===== config.mk =====
export PLATFORM = sky130hd
export DESIGN_NAME = energy_detect_power_control
export DESIGN_NICKNAME = d
export VERILOG_FILES = /design/src/energy_detect_pkg.sv /design/src/energy_link_if.sv /design/src/energy_detect_power_control.sv /design/src/event_threshold_counter.sv /design/src/power_up_pulser.sv
export SDC_FILE = /design/constraint.sdc
export NUM_CORES = 1
export LEC_CHECK = 0
export ABC_AREA = 1
export ABC_CLOCK_PERIOD_IN_PS = 3400
export BUFFER_PORTS_ARGS = -buffer_cell sky130_fd_sc_hd__buf_2
export CAP_MARGIN = 20
export CORE_MARGIN = 10
export CORE_UTILIZATION = 55
export CTS_BUF_LIST = sky130_fd_sc_hd__clkbuf_4 sky130_fd_sc_hd__clkbuf_8
export DETAILED_ROUTE_END_ITERATION = 12
export GPL_ROUTABILITY_DRIVEN = 1
export HOLD_SLACK_MARGIN = 0.1
export PLACE_DENSITY = 0.78
export SETUP_SLACK_MARGIN = 0.05
export SLEW_MARGIN = 10
export SYNTH_ARGS = -nofsm -noshare
export SYNTH_HDL_FRONTEND = slang
export SYNTH_SLANG_ARGS = --single-unit

===== constraint.sdc =====
create_clock -name clock -period 3.4 [get_ports clock]
set_input_delay 0.17 -clock clock [delete_from_list [all_inputs] [get_ports clock]]
set_output_delay 0.17 -clock clock [all_outputs]
set_load 0.1 [all_outputs]

===== src/energy_detect_pkg.sv =====
package energy_detect_pkg;
    // ----------------------------------------------------------------
    // clock and timing
    // ----------------------------------------------------------------
    localparam int CLOCK_MHZ = 200;
    localparam int TIMEOUT_MS = 2000;
    // quiet-line timeout, longest time so rounded down
    localparam int TIMEOUT_CYCLES_DEF = TIMEOUT_MS * 1000 * CLOCK_MHZ;
    localparam int TIMER_W = 29;
    localparam int PULSE_HIGH_NS = 100;
    localparam int PULSE_GAP_NS = 400;
    // least times, rounded up to whole cycles
    localparam int PULSE_HIGH_CYCLES = (PULSE_HIGH_NS * CLOCK_MHZ + 999) / 1000;
    localparam int PULSE_GAP_CYCLES = (PULSE_GAP_NS * CLOCK_MHZ + 999) / 1000;
    localparam int PULSE_CNT_W = 8;
    localparam logic [3:0] BURST_LEN = 4'h4;
    localparam logic [3:0] SINGLE_LEN = 4'h1;

    // ----------------------------------------------------------------
    // control register layout
    // ----------------------------------------------------------------
    localparam int BIT_ENABLE = 15;
    localparam int BIT_AUTO_UP = 14;
    localparam int BIT_AUTO_DOWN = 13;
    localparam int BIT_MANUAL = 12;
    localparam int BIT_BURST_DIS = 11;
    localparam int BIT_PWR_STATE = 10;
    localparam int BIT_ERR_MET = 9;
    localparam int BIT_DATA_MET = 8;
    localparam int THR_W = 4;
    localparam int ERR_THR_LSB = 4;
    localparam int DATA_THR_LSB = 0;
    localparam logic [3:0] COUNT_MAX = 4'hF;
    localparam logic RESET_ENABLE = 1'b0;
    localparam logic RESET_AUTO_UP = 1'b1;
    localparam logic RESET_AUTO_DOWN = 1'b1;
    localparam logic [3:0] RESET_THRESHOLD = 4'h1;

    // ----------------------------------------------------------------
    // apb map and interrupt bits
    // ----------------------------------------------------------------
    localparam int ADDR_W = 12;
    localparam logic [11:0] OFS_CONTROL = 12'h000;
    localparam logic [11:0] OFS_STATUS = 12'h004;
    localparam logic [11:0] OFS_MASK = 12'h008;
    localparam int IRQ_W = 4;
    localparam int IRQ_POWER_UP = 0;
    localparam int IRQ_POWER_DOWN = 1;
    localparam int IRQ_DATA_MET = 2;
    localparam int IRQ_ERR_MET = 3;

    typedef enum logic [1:0] {
        PWR_DOWN = 2'b01,
        PWR_UP = 2'b10
    } power_state_t;

    typedef enum logic [2:0] {
        PLS_IDLE = 3'b001,
        PLS_HIGH = 3'b010,
        PLS_GAP = 3'b100
    } pulse_state_t;
endpackage


===== src/energy_link_if.sv =====
// ----------------------------------------------------------------
// link between power control, event counters and pulse generator
// ----------------------------------------------------------------
interface energy_link_if;
    import energy_detect_pkg::*;
    logic data_event;
    logic error_event;
    logic [THR_W-1:0] data_threshold;
    logic [THR_W-1:0] error_threshold;
    logic clear_counts;
    logic [1:0] clear_flags;
    logic data_reached;
    logic data_met;
    logic error_met;
    logic data_met_set;
    logic error_met_set;
    logic burst_start;
    logic burst_single;
    logic pulse_out;
    logic burst_busy;

    modport counter(
        input data_event, error_event, data_threshold, error_threshold,
        input clear_counts, clear_flags,
        output data_reached, data_met, error_met, data_met_set, error_met_set
    );
    modport pulser(
        input burst_start, burst_single,
        output pulse_out, burst_busy
    );
    modport control(
        output data_event, error_event, data_threshold, error_threshold,
        output clear_counts, clear_flags, burst_start, burst_single,
        input data_reached, data_met, error_met, data_met_set, error_met_set,
        input pulse_out, burst_busy
    );
endinterface


===== src/energy_detect_power_control.sv =====
// What this block does
// - power management acts only while the enable bit 15 is set; resets to zero
// - automatic power-up bit 14 starts power-up once data count reaches threshold
// - automatic power-down bit 13 starts power-down when no line energy is seen
// - writing one to bit 12 starts a power change; the bit clears itself
// - a manual request toggles the power state regardless of counts or timer
// - a power-up with no burst still running sends a burst of four data pulses by default
// - burst-disable bit 11 reduces that to a single pulse per power-up
// - read-only bit 10 reads one when powered up, zero when powered down
// - bit 10 is meaningless while disabled; it reads zero then
// - bit 9 flags error threshold reached, clears on read, no power action
// - bit 8 sets when data count meets or exceeds threshold, clears on read
// - bits 7:4 hold the error threshold, reset 0001, counted against
// - bits 3:0 hold the data threshold, reset 0001, governing automatic power-up
// - counters return to zero after about two seconds without data events
//
// Chosen here: the APB register port and the address map.
module energy_detect_power_control #(
    parameter int TIMEOUT_CYCLES = energy_detect_pkg::TIMEOUT_CYCLES_DEF
) (
    input wire logic clock,
    input wire logic resetn,
    input wire logic psel,
    input wire logic penable,
    input wire logic pwrite,
    input wire logic [energy_detect_pkg::ADDR_W-1:0] paddr,
    input wire logic [31:0] pwdata,
    input wire logic [3:0] pstrb,
    output logic [31:0] prdata,
    output logic pready,
    output logic pslverr,
    input wire logic energy_data_event,
    input wire logic energy_error_event,
    input wire logic energy_on_line,
    output logic line_power_up,
    output logic data_pulse,
    output logic power_up_start,
    output logic power_down_start,
    output logic irq
);
    import energy_detect_pkg::*;

    // ----------------------------------------------------------------
    // state
    // ----------------------------------------------------------------
    typedef struct packed {
        logic enable;
        logic auto_up;
        logic auto_down;
        logic manual;
        logic burst_dis;
        logic [THR_W-1:0] err_thr;
        logic [THR_W-1:0] data_thr;
        power_state_t power;
        logic line_power_up;
        logic data_pulse;
        logic power_up_start;
        logic power_down_start;
        logic [IRQ_W-1:0] status;
        logic [IRQ_W-1:0] mask;
        logic irq;
        logic [31:0] prdata;
        logic pready;
        logic pslverr;
        logic [1:0] clear_flags;
    } main_state_t;

    localparam main_state_t MAIN_RESET = '{enable: RESET_ENABLE, auto_up: RESET_AUTO_UP,
        auto_down: RESET_AUTO_DOWN, manual: 1'b0, burst_dis: 1'b0,
        err_thr: RESET_THRESHOLD, data_thr: RESET_THRESHOLD, power: PWR_DOWN,
        line_power_up: 1'b1, data_pulse: 1'b0, power_up_start: 1'b0,
        power_down_start: 1'b0, status: 4'h0, mask: 4'h0, irq: 1'b0,
        prdata: 32'h00000000, pready: 1'b0, pslverr: 1'b0, clear_flags: 2'h0};

    main_state_t st;
    main_state_t next_st;
    energy_link_if link();
    logic setup;
    logic rd_ctrl;
    logic wr_ctrl;
    logic manual_write;
    logic pwr_bit;
    logic go_up;
    logic go_down;
    logic [IRQ_W-1:0] w1c;
    logic [IRQ_W-1:0] irq_set;
    logic [15:0] ctrl_view;

    // ----------------------------------------------------------------
    // sub-blocks
    // ----------------------------------------------------------------
    event_threshold_counter #(
        .TIMEOUT_CYCLES(TIMEOUT_CYCLES)
    ) counters (
        .clock(clock),
        .resetn(resetn),
        .link(link)
    );

    power_up_pulser pulser (
        .clock(clock),
        .resetn(resetn),
        .link(link)
    );

    // counters and pulser see the decisions of this very cycle, so a stale
    // threshold hit cannot bounce the state straight back up
    assign link.data_event = energy_data_event;
    assign link.error_event = energy_error_event;
    assign link.data_threshold = st.data_thr;
    assign link.error_threshold = st.err_thr;
    assign link.clear_counts = go_up || go_down;
    assign link.clear_flags = st.clear_flags;
    assign link.burst_start = go_up;
    assign link.burst_single = st.burst_dis;

    // ----------------------------------------------------------------
    // next state
    // ----------------------------------------------------------------
    always_comb begin
        next_st = st;
        setup = psel && !penable;
        rd_ctrl = psel && penable && st.pready && !pwrite && (paddr == OFS_CONTROL);
        wr_ctrl = psel && penable && st.pready && pwrite && (paddr == OFS_CONTROL);
        manual_write = wr_ctrl && pstrb[1] && pwdata[BIT_MANUAL];
        pwr_bit = st.enable && (st.power == PWR_UP); // invalid when disabled, shows 0
        ctrl_view = {st.enable, st.auto_up, st.auto_down, st.manual, st.burst_dis,
            pwr_bit, link.error_met, link.data_met, st.err_thr, st.data_thr};
        go_up = 1'b0;
        go_down = 1'b0;
        w1c = '0;

        // apb: answer one cycle after setup, write lands on the access edge
        next_st.pready = setup;
        next_st.pslverr = setup && !((paddr == OFS_CONTROL) || (paddr == OFS_STATUS)
            || (paddr == OFS_MASK));
        if (setup) begin
            unique case (paddr)
                OFS_CONTROL: next_st.prdata = 32'(ctrl_view);
                OFS_STATUS: next_st.prdata = 32'(st.status);
                OFS_MASK: next_st.prdata = 32'(st.mask);
                default: next_st.prdata = 32'h00000000;
            endcase
        end
        // clear only the flags that the finished read actually returned
        next_st.clear_flags = rd_ctrl ? {st.prdata[BIT_ERR_MET], st.prdata[BIT_DATA_MET]}
            : 2'h0;
        if (wr_ctrl && pstrb[1]) begin
            next_st.enable = pwdata[BIT_ENABLE];
            next_st.auto_up = pwdata[BIT_AUTO_UP];
            next_st.auto_down = pwdata[BIT_AUTO_DOWN];
            next_st.burst_dis = pwdata[BIT_BURST_DIS];
        end
        if (wr_ctrl && pstrb[0]) begin
            next_st.err_thr = pwdata[ERR_THR_LSB +: THR_W];
            next_st.data_thr = pwdata[DATA_THR_LSB +: THR_W];
        end
        if (psel && penable && st.pready && pwrite && pstrb[0]) begin
            if (paddr == OFS_STATUS) begin
                w1c = pwdata[IRQ_W-1:0];
            end
            if (paddr == OFS_MASK) begin
                next_st.mask = pwdata[IRQ_W-1:0];
            end
        end

        // power state; manual requests outrank the automatic paths
        if (st.enable) begin
            if (st.manual) begin
                go_up = st.power == PWR_DOWN;
                go_down = st.power == PWR_UP;
            end else begin
                unique case (st.power)
                    PWR_DOWN: go_up = st.auto_up && link.data_reached;
                    PWR_UP: go_down = st.auto_down && !energy_on_line;
                endcase
            end
        end
        if (go_up) begin
            next_st.power = PWR_UP;
        end
        if (go_down) begin
            next_st.power = PWR_DOWN;
        end
        // consumed request clears, a fresh write the same cycle wins
        next_st.manual = manual_write;
        next_st.power_up_start = go_up;
        next_st.power_down_start = go_down;
        next_st.line_power_up = !next_st.enable || (next_st.power == PWR_UP);
        next_st.data_pulse = link.pulse_out;

        // sticky interrupt status, set wins over write-one-to-clear
        irq_set = '0;
        irq_set[IRQ_POWER_UP] = go_up;
        irq_set[IRQ_POWER_DOWN] = go_down;
        irq_set[IRQ_DATA_MET] = link.data_met_set;
        irq_set[IRQ_ERR_MET] = link.error_met_set; // informational only
        next_st.status = (st.status & ~w1c) | irq_set;
        next_st.irq = |(next_st.status & next_st.mask);
    end

    // state register
    always_ff @(posedge clock or negedge resetn) begin
        if (!resetn) begin
            st <= MAIN_RESET;
        end else begin
            st <= next_st;
        end
    end

    assign prdata = st.prdata;
    assign pready = st.pready;
    assign pslverr = st.pslverr;
    assign line_power_up = st.line_power_up;
    assign data_pulse = st.data_pulse;
    assign power_up_start = st.power_up_start;
    assign power_down_start = st.power_down_start;
    assign irq = st.irq;

    // pulse tally per burst, read only by the checks
    logic pulse_prev;
    logic [3:0] pulse_rises;
    logic burst_single_seen;
    always_ff @(posedge clock or negedge resetn) begin
        if (!resetn) begin
            pulse_prev <= 1'b0;
            pulse_rises <= 4'h0;
            burst_single_seen <= 1'b0;
        end else begin
            pulse_prev <= link.pulse_out;
            if (link.burst_start && !link.burst_busy) begin
                pulse_rises <= 4'h0;
                burst_single_seen <= st.burst_dis;
            end else if (link.pulse_out && !pulse_prev) begin
                pulse_rises <= pulse_rises + 4'h1;
            end
        end
    end

    // last cycle of each pulse phase, for the burst shape checks
    localparam int PULSE_HIGH_LAST = PULSE_HIGH_CYCLES - 1;
    localparam int PULSE_GAP_LAST = PULSE_GAP_CYCLES - 1;
endmodule


===== src/event_threshold_counter.sv =====
module event_threshold_counter #(
    parameter int TIMEOUT_CYCLES = energy_detect_pkg::TIMEOUT_CYCLES_DEF
) (
    input wire logic clock,
    input wire logic resetn,
    energy_link_if.counter link
);
    import energy_detect_pkg::*;

    typedef struct packed {
        logic [THR_W-1:0] data_count;
        logic [THR_W-1:0] error_count;
        logic [TIMER_W-1:0] timer;
        logic data_reached;
        logic data_met;
        logic error_met;
        logic data_met_set;
        logic error_met_set;
    } count_state_t;

    count_state_t st;
    count_state_t next_st;
    logic data_set;
    logic error_set;

    // counting, quiet-line timeout and sticky threshold flags
    always_comb begin
        next_st = st;
        if (link.clear_counts) begin
            next_st.data_count = '0;
            next_st.error_count = '0;
        end
        if (link.data_event) begin
            next_st.timer = '0; // restart on every data event
            if (next_st.data_count != COUNT_MAX) begin
                next_st.data_count = next_st.data_count + 4'h1;
            end
        end else if (st.timer == TIMER_W'(TIMEOUT_CYCLES - 1)) begin
            next_st.timer = '0;
            next_st.data_count = '0; // quiet line empties both counters
            next_st.error_count = '0;
        end else begin
            next_st.timer = st.timer + 29'h1;
        end
        if (link.error_event && next_st.error_count != COUNT_MAX) begin
            next_st.error_count = next_st.error_count + 4'h1;
        end
        // saturating counts, so a threshold of 15 is still reachable
        data_set = link.data_event && (next_st.data_count >= link.data_threshold);
        error_set = link.error_event && (next_st.error_count >= link.error_threshold);
        next_st.data_reached = next_st.data_count >= link.data_threshold;
        // a new event wins over a clear in the same cycle
        next_st.data_met = data_set || (st.data_met && !link.clear_flags[0]);
        next_st.error_met = error_set || (st.error_met && !link.clear_flags[1]);
        next_st.data_met_set = data_set;
        next_st.error_met_set = error_set;
    end

    // state register
    always_ff @(posedge clock or negedge resetn) begin
        if (!resetn) begin
            st <= '0;
        end else begin
            st <= next_st;
        end
    end

    assign link.data_reached = st.data_reached;
    assign link.data_met = st.data_met;
    assign link.error_met = st.error_met;
    assign link.data_met_set = st.data_met_set;
    assign link.error_met_set = st.error_met_set;
endmodule


===== src/power_up_pulser.sv =====
module power_up_pulser (
    input wire logic clock,
    input wire logic resetn,
    energy_link_if.pulser link
);
    import energy_detect_pkg::*;

    typedef struct packed {
        pulse_state_t phase;
        logic [3:0] remaining;
        logic [PULSE_CNT_W-1:0] cnt;
        logic pulse_out;
        logic busy;
    } pulse_st_t;

    localparam pulse_st_t PULSE_RESET = '{phase: PLS_IDLE, remaining: 4'h0,
        cnt: 8'h00, pulse_out: 1'b0, busy: 1'b0};

    pulse_st_t st;
    pulse_st_t next_st;

    // burst sequencer; a start while busy is ignored
    always_comb begin
        next_st = st;
        unique case (st.phase)
            PLS_IDLE: begin
                if (link.burst_start) begin
                    next_st.remaining = link.burst_single ? SINGLE_LEN : BURST_LEN;
                    next_st.phase = PLS_HIGH;
                    next_st.cnt = '0;
                    next_st.pulse_out = 1'b1;
                    next_st.busy = 1'b1;
                end
            end
            PLS_HIGH: begin
                next_st.cnt = st.cnt + 8'h01;
                if (st.cnt == PULSE_CNT_W'(PULSE_HIGH_CYCLES - 1)) begin
                    next_st.cnt = '0;
                    next_st.pulse_out = 1'b0;
                    next_st.remaining = st.remaining - 4'h1;
                    if (st.remaining == SINGLE_LEN) begin
                        next_st.phase = PLS_IDLE;
                        next_st.busy = 1'b0;
                    end else begin
                        next_st.phase = PLS_GAP;
                    end
                end
            end
            PLS_GAP: begin
                next_st.cnt = st.cnt + 8'h01;
                if (st.cnt == PULSE_CNT_W'(PULSE_GAP_CYCLES - 1)) begin
                    next_st.cnt = '0;
                    next_st.pulse_out = 1'b1;
                    next_st.phase = PLS_HIGH;
                end
            end
            default: next_st = PULSE_RESET;
        endcase
    end

    // state register
    always_ff @(posedge clock or negedge resetn) begin
        if (!resetn) begin
            st <= PULSE_RESET;
        end else begin
            st <= next_st;
        end
    end

    assign link.pulse_out = st.pulse_out;
    assign link.burst_busy = st.busy;
endmodule


Word level (Yosys, flattened, before mapping). Index checks and enable logic that the tools add are counted.

Bits in registers: 122.

Add/sub/neg operators: 5. Magnitude comparators: 2. Eq/ne operators: 17. Mux-type cells: 33. Bitwise operators: 5. Reductions and logical operators: 37.

Operators with widths (number): two-way mux 29 bit (2); one-hot mux 16 bit (3 select lines) (1); two-way mux 17 bit (2); two-way mux 4 bit (8); adder 29 x 1 -> 29 bit (second input constant) (1); == test 29 bit (second input constant) (1); one-hot mux 9 bit (3 select lines) (1); logical AND 1 bit (20); two-way mux 8 bit (2); == test 12 x 3 -> 1 bit (second input constant) (1); == test 12 x 4 -> 1 bit (second input constant) (1); logical NOT 12 bit (1); two-way mux 3 bit (4); one-hot mux 4 bit (3 select lines) (1); two-way mux 9 bit (1); one-hot mux 3 bit (3 select lines) (1); adder 4 x 1 -> 4 bit (second input constant) (2); adder 8 x 1 -> 8 bit (second input constant) (1); AND 4 bit (2); == test 8 x 5 -> 1 bit (second input constant) (1); == test 8 x 7 -> 1 bit (second input constant) (1); >= comparator 4 bit (2); inequality test 4 bit (second input constant) (2); logical NOT 1 bit (7); 17 further kinds (33).

Longest topological paths before layout.
Word-level depth: 15. Mapped depth: 21. Gate-level depth less buffers: 21.

Cells and area by module. From an unflattened synthesis, not the netlist that was laid out.

Cells, all modules: 796. Area, all modules: 6200.9 um^2.

Modules (own cells, without submodules): event_threshold_counter (instances 1, cells an instance 376, area each 2681.3 um^2); energy_detect_power_control (instances 1, cells an instance 275, area each 2362.3 um^2); power_up_pulser (instances 1, cells an instance 145, area each 1157.4 um^2).

Least setup slack after synthesis. No wires, ideal clock.

Path type: register -> register. From: register counters.st[5] (netlist bit). To: register counters.st (netlist bit counters.link.error_met). Arrival: 2.505 ns. Required time: 3.274 ns. Path slack: 0.769 ns. Stages on the path, launching flop included: 21. Buffers on the path: 0. Cell sequence: dfrtp_1 ha_1 nand2_2 nor2_4 nand2_4 nor2_4 nand3_4 nand2_2 inv_2 ha_1 nand4_2 nand2_1 nand2_1 nand2_1 ha_1 inv_1 nor2_1 o211ai_1 nand3_1 nand2_1 o21ai_0.

RTL lines: start: declaration (line event_threshold_counter.sv:21) `count_state_t st;`; start signal: assignment (line event_threshold_counter.sv:64) `st <= next_st;`.

==> impl_results.md <==
* Status: completed
* Clock Latency Late Sink at 370 ps
* Ys Warns at 0
* TNS Setup at 0 ps
* Die footprint at between 15,000 and 20,000 um2
* Highest Clock Rate at between 0.3 and 0.4 GHz
* Sequential fraction of the synthesis area at 0.454
* Critical Path RT at 3670 ps
* Most frequent cell after synthesis: nand2_1
* Vias per cell at 5.19
* Antenna violation net count after detailed routing at 0
* Placer Congestion at 0.907
* Chip height at between 100 and 150 um
* Die width at ~120 um
* Synth area leaders: dfrtp_1 (42%), nand2_1 (11%), inv_1 (7.1%)
* Data arrival time of the critical path at roughly 3300 ps
* CTS root buf: clkbuf_8
* Port bufs at between 50 and 60
* Met2 wire length at 6390 um
* Minimum clock period at ~3100 ps
* Max-cap violations at 0
* Layout cells sized above 1 at 0.166
* Worst Skew at roughly 11 ps
* Number of flops mapped to enable cells by yosys at 0
* DR vias at 4,895
* Largest net degree at the start of global routing at 56
* RR Endpoint: counters.link.error_met
* Seq cells post-synth at ~110
* RSZ-0062 raised after global routing: false
* Critical path launch point type: register
* Initial core utilization at 0.565
* TritonCTS clock tree: done
* Drt drc at 0
* Core Footprint at just over 10,000 um2
* Commonest cells in the netlist: nand2_1 (167), inv_1 (111), dfrtp_1 (99)
* Number of clock sinks at about 110
* Worst R2R Path Depth at 20
* Mapped Area at between 5000 and 6000 um2
* Count of final setup violators at 0
* Hold Vio Cnt, Final at 0
* Clock Tree Buf Depth at 2
* Power Total at about 0.0027 W
* Nets@finish at approximately 870
* FFs w/ async S/R, synth at 1.00
* P&R area growth vs syn at 11.0%
* Overall routing resource usage at 0.181
* Pwr/cell area at roughly 420 nW/um2
* Mapped Cells at approximately 740
* Total grt overflow at 0
* Vias in the first global route at about 5k
* Slew @ Worst Pin at slightly below 700 ps
* HPWL after DPL at around 10000 um
* Min-delay worst type: in -> reg
* Drt total wl at between 10,000 and 15,000 um
* Yosys cell types at 46
* Max VDD drop at 0.309 mV
* Filler instances at 888
* Standard-cell rows at 37
* Ports at 95
* Initial drt markers at between 400 and 500
* Highest metal used: met4
* Crit path max fanout at 8
* Initial antenna violation count at 0
* Worst Setup SP: counters.st[5]
* Wl on met1 at about 5700 um
* DRT Pass-1 Iters at 5
* Mean post-synth cell area at 7.96 um2
* Worst Setup EP: counters.link.error_met
* Yosys top cell area share at 0.423
* Max-slew violations at 0
* CP Class: reg -> reg
* Routed length per instance at 13.9 um
* Reg-to-reg slack, setup at approximately 330 ps
* Crit end category: register
* Top FF cell, synth: dfrtp_1
* CTS buffer count at 9
* Tcrit/Tclk final at 0.902
* First-pass GRT wire length at approximately 23,000 um
* Reg2Reg Launch Point: counters.st[5]
* # diodes at 0
* Lkg Pwr at 3.35 nW
* Slew HR at 0.542
* Dominant cell type by area after synthesis: dfrtp_1
* Met3 Wirelength at about 850 um
* H-Tree Level Count at 3
* Clock slew seen by the registers of the worst setup and hold paths at about 110 ps
[what timing repair did]
action / in CTS / in global routing
endpoints found under the hold margin: 67 / 0
hold buffers: 18 / 0
setup buffers: 0 / 1
setup endpoints to repair: 0 / 2
gates resized for setup: 0 / 2
[sequential cells by signal (all words and copies together), names as in the netlist, 2 cells and up]
register	flops
pulser.st	15
counters.st	37
link.clear_flags	2
st	10
prdata	16
link.data_threshold	4
link.error_threshold	4
ctrl_view	4
[cell type report]
cell class	count	area (um2)	share of cell area
well taps	136	170	0.0261
repair buffers	79	498	0.0765
flip-flops and latches	106	2660	0.409
clock buffers	10	138	0.0211
multi-input cells	490	2550	0.391
clock inverters	6	55.1	0.00846
inverters	117	440	0.0677
[metrics by stage]
step	worst slack (ps)	cell area (um2)	utilization	cells	hold slack [ps]
2_1_floorplan	769	5920	-	751	-126
3_3_place_gp	511	6120	0.590	909	258
3_5_place_dp	351	6120	0.590	909	260
4_1_cts	325	6500	0.626	943	104
5_1_grt	87.3	6510	0.628	944	119
6_report	334	6510	0.628	944	115
[metal layers]
| metal | global-route usage | vias up |
|---|---|---|
| met5 | 0 | - |
| met4 | 0.0560 | 0 |
| met3 | 0.0460 | 19 |
| met2 | 0.303 | 149 |
| met1 | 0.225 | 2305 |
| li1 | - | 2422 |
[worst max-delay path, stage by stage (launching register included)]
cell	delay [ps]
dfrtp_1	400
ha_1	200
nand2_2	80
nor2_4	200
nand2_4	120
nor2_4	150
nand3_4	140
nand2_2	140
inv_2	50
ha_1	220
nand4_2	130
nand2_1	100
nand2_1	70
nand2_1	80
ha_1	300
inv_1	70
nor2_1	40
o211ai_1	160
nand3_1	90
nand2_1	120
o21ai_0	90
[cells by family after synthesis]
family	synth area share
AOI/OAI and AO/OA	0.0790
xor gates and xnor gates	0.0209
adders and majority gates	0.0299
buffers and inverters	0.122
DFF	0.454
other	0.000640
and+or+nand+nor	0.293
[worst min path at each step]
stage / startpoint / to / slack, ps / depth (start not counted)
2_1_floorplan: resetn / counters.link.data_met / -130 / 0
3_3_place_gp: resetn / counters.st[23] / 260 / 1
3_5_place_dp: resetn / counters.st[22] / 260 / 1
4_1_cts: pstrb[1] / ctrl_view[13] / 100 / 3
5_1_grt: pwrite / link.clear_flags[0] / 120 / 4
6_report: pstrb[1] / ctrl_view[13] / 120 / 3
[layout by cell type (no fill, tap or decap), types with 6 or more instances in the layout]
master	count
nand2_1	167
inv_1	111
dfrtp_1	99
nor2_1	82
buf_2	56
nand3_1	36
nor3_1	24
o21ai_0	23
a21oi_1	22
dlygate4sd3_1	18
conb_1	16
nand4_1	15
ha_1	14
nand2_2	10
clkbuf_8	10
o21ai_1	9
xor2_1	9
nor2_2	8
o31ai_1	7
dfstp_2	7
nor2_4	6
[report_power, final]
group	leakage, nW	internal [W]	switching (W)	total (W)
Clock	0.0986	0.000304	0.000460	0.000763
Sequential	1.38	0.00132	0.0000233	0.00134
Combinational	1.88	0.000193	0.000412	0.000605
No activity file was read; power rests on OpenSTA's default activity.
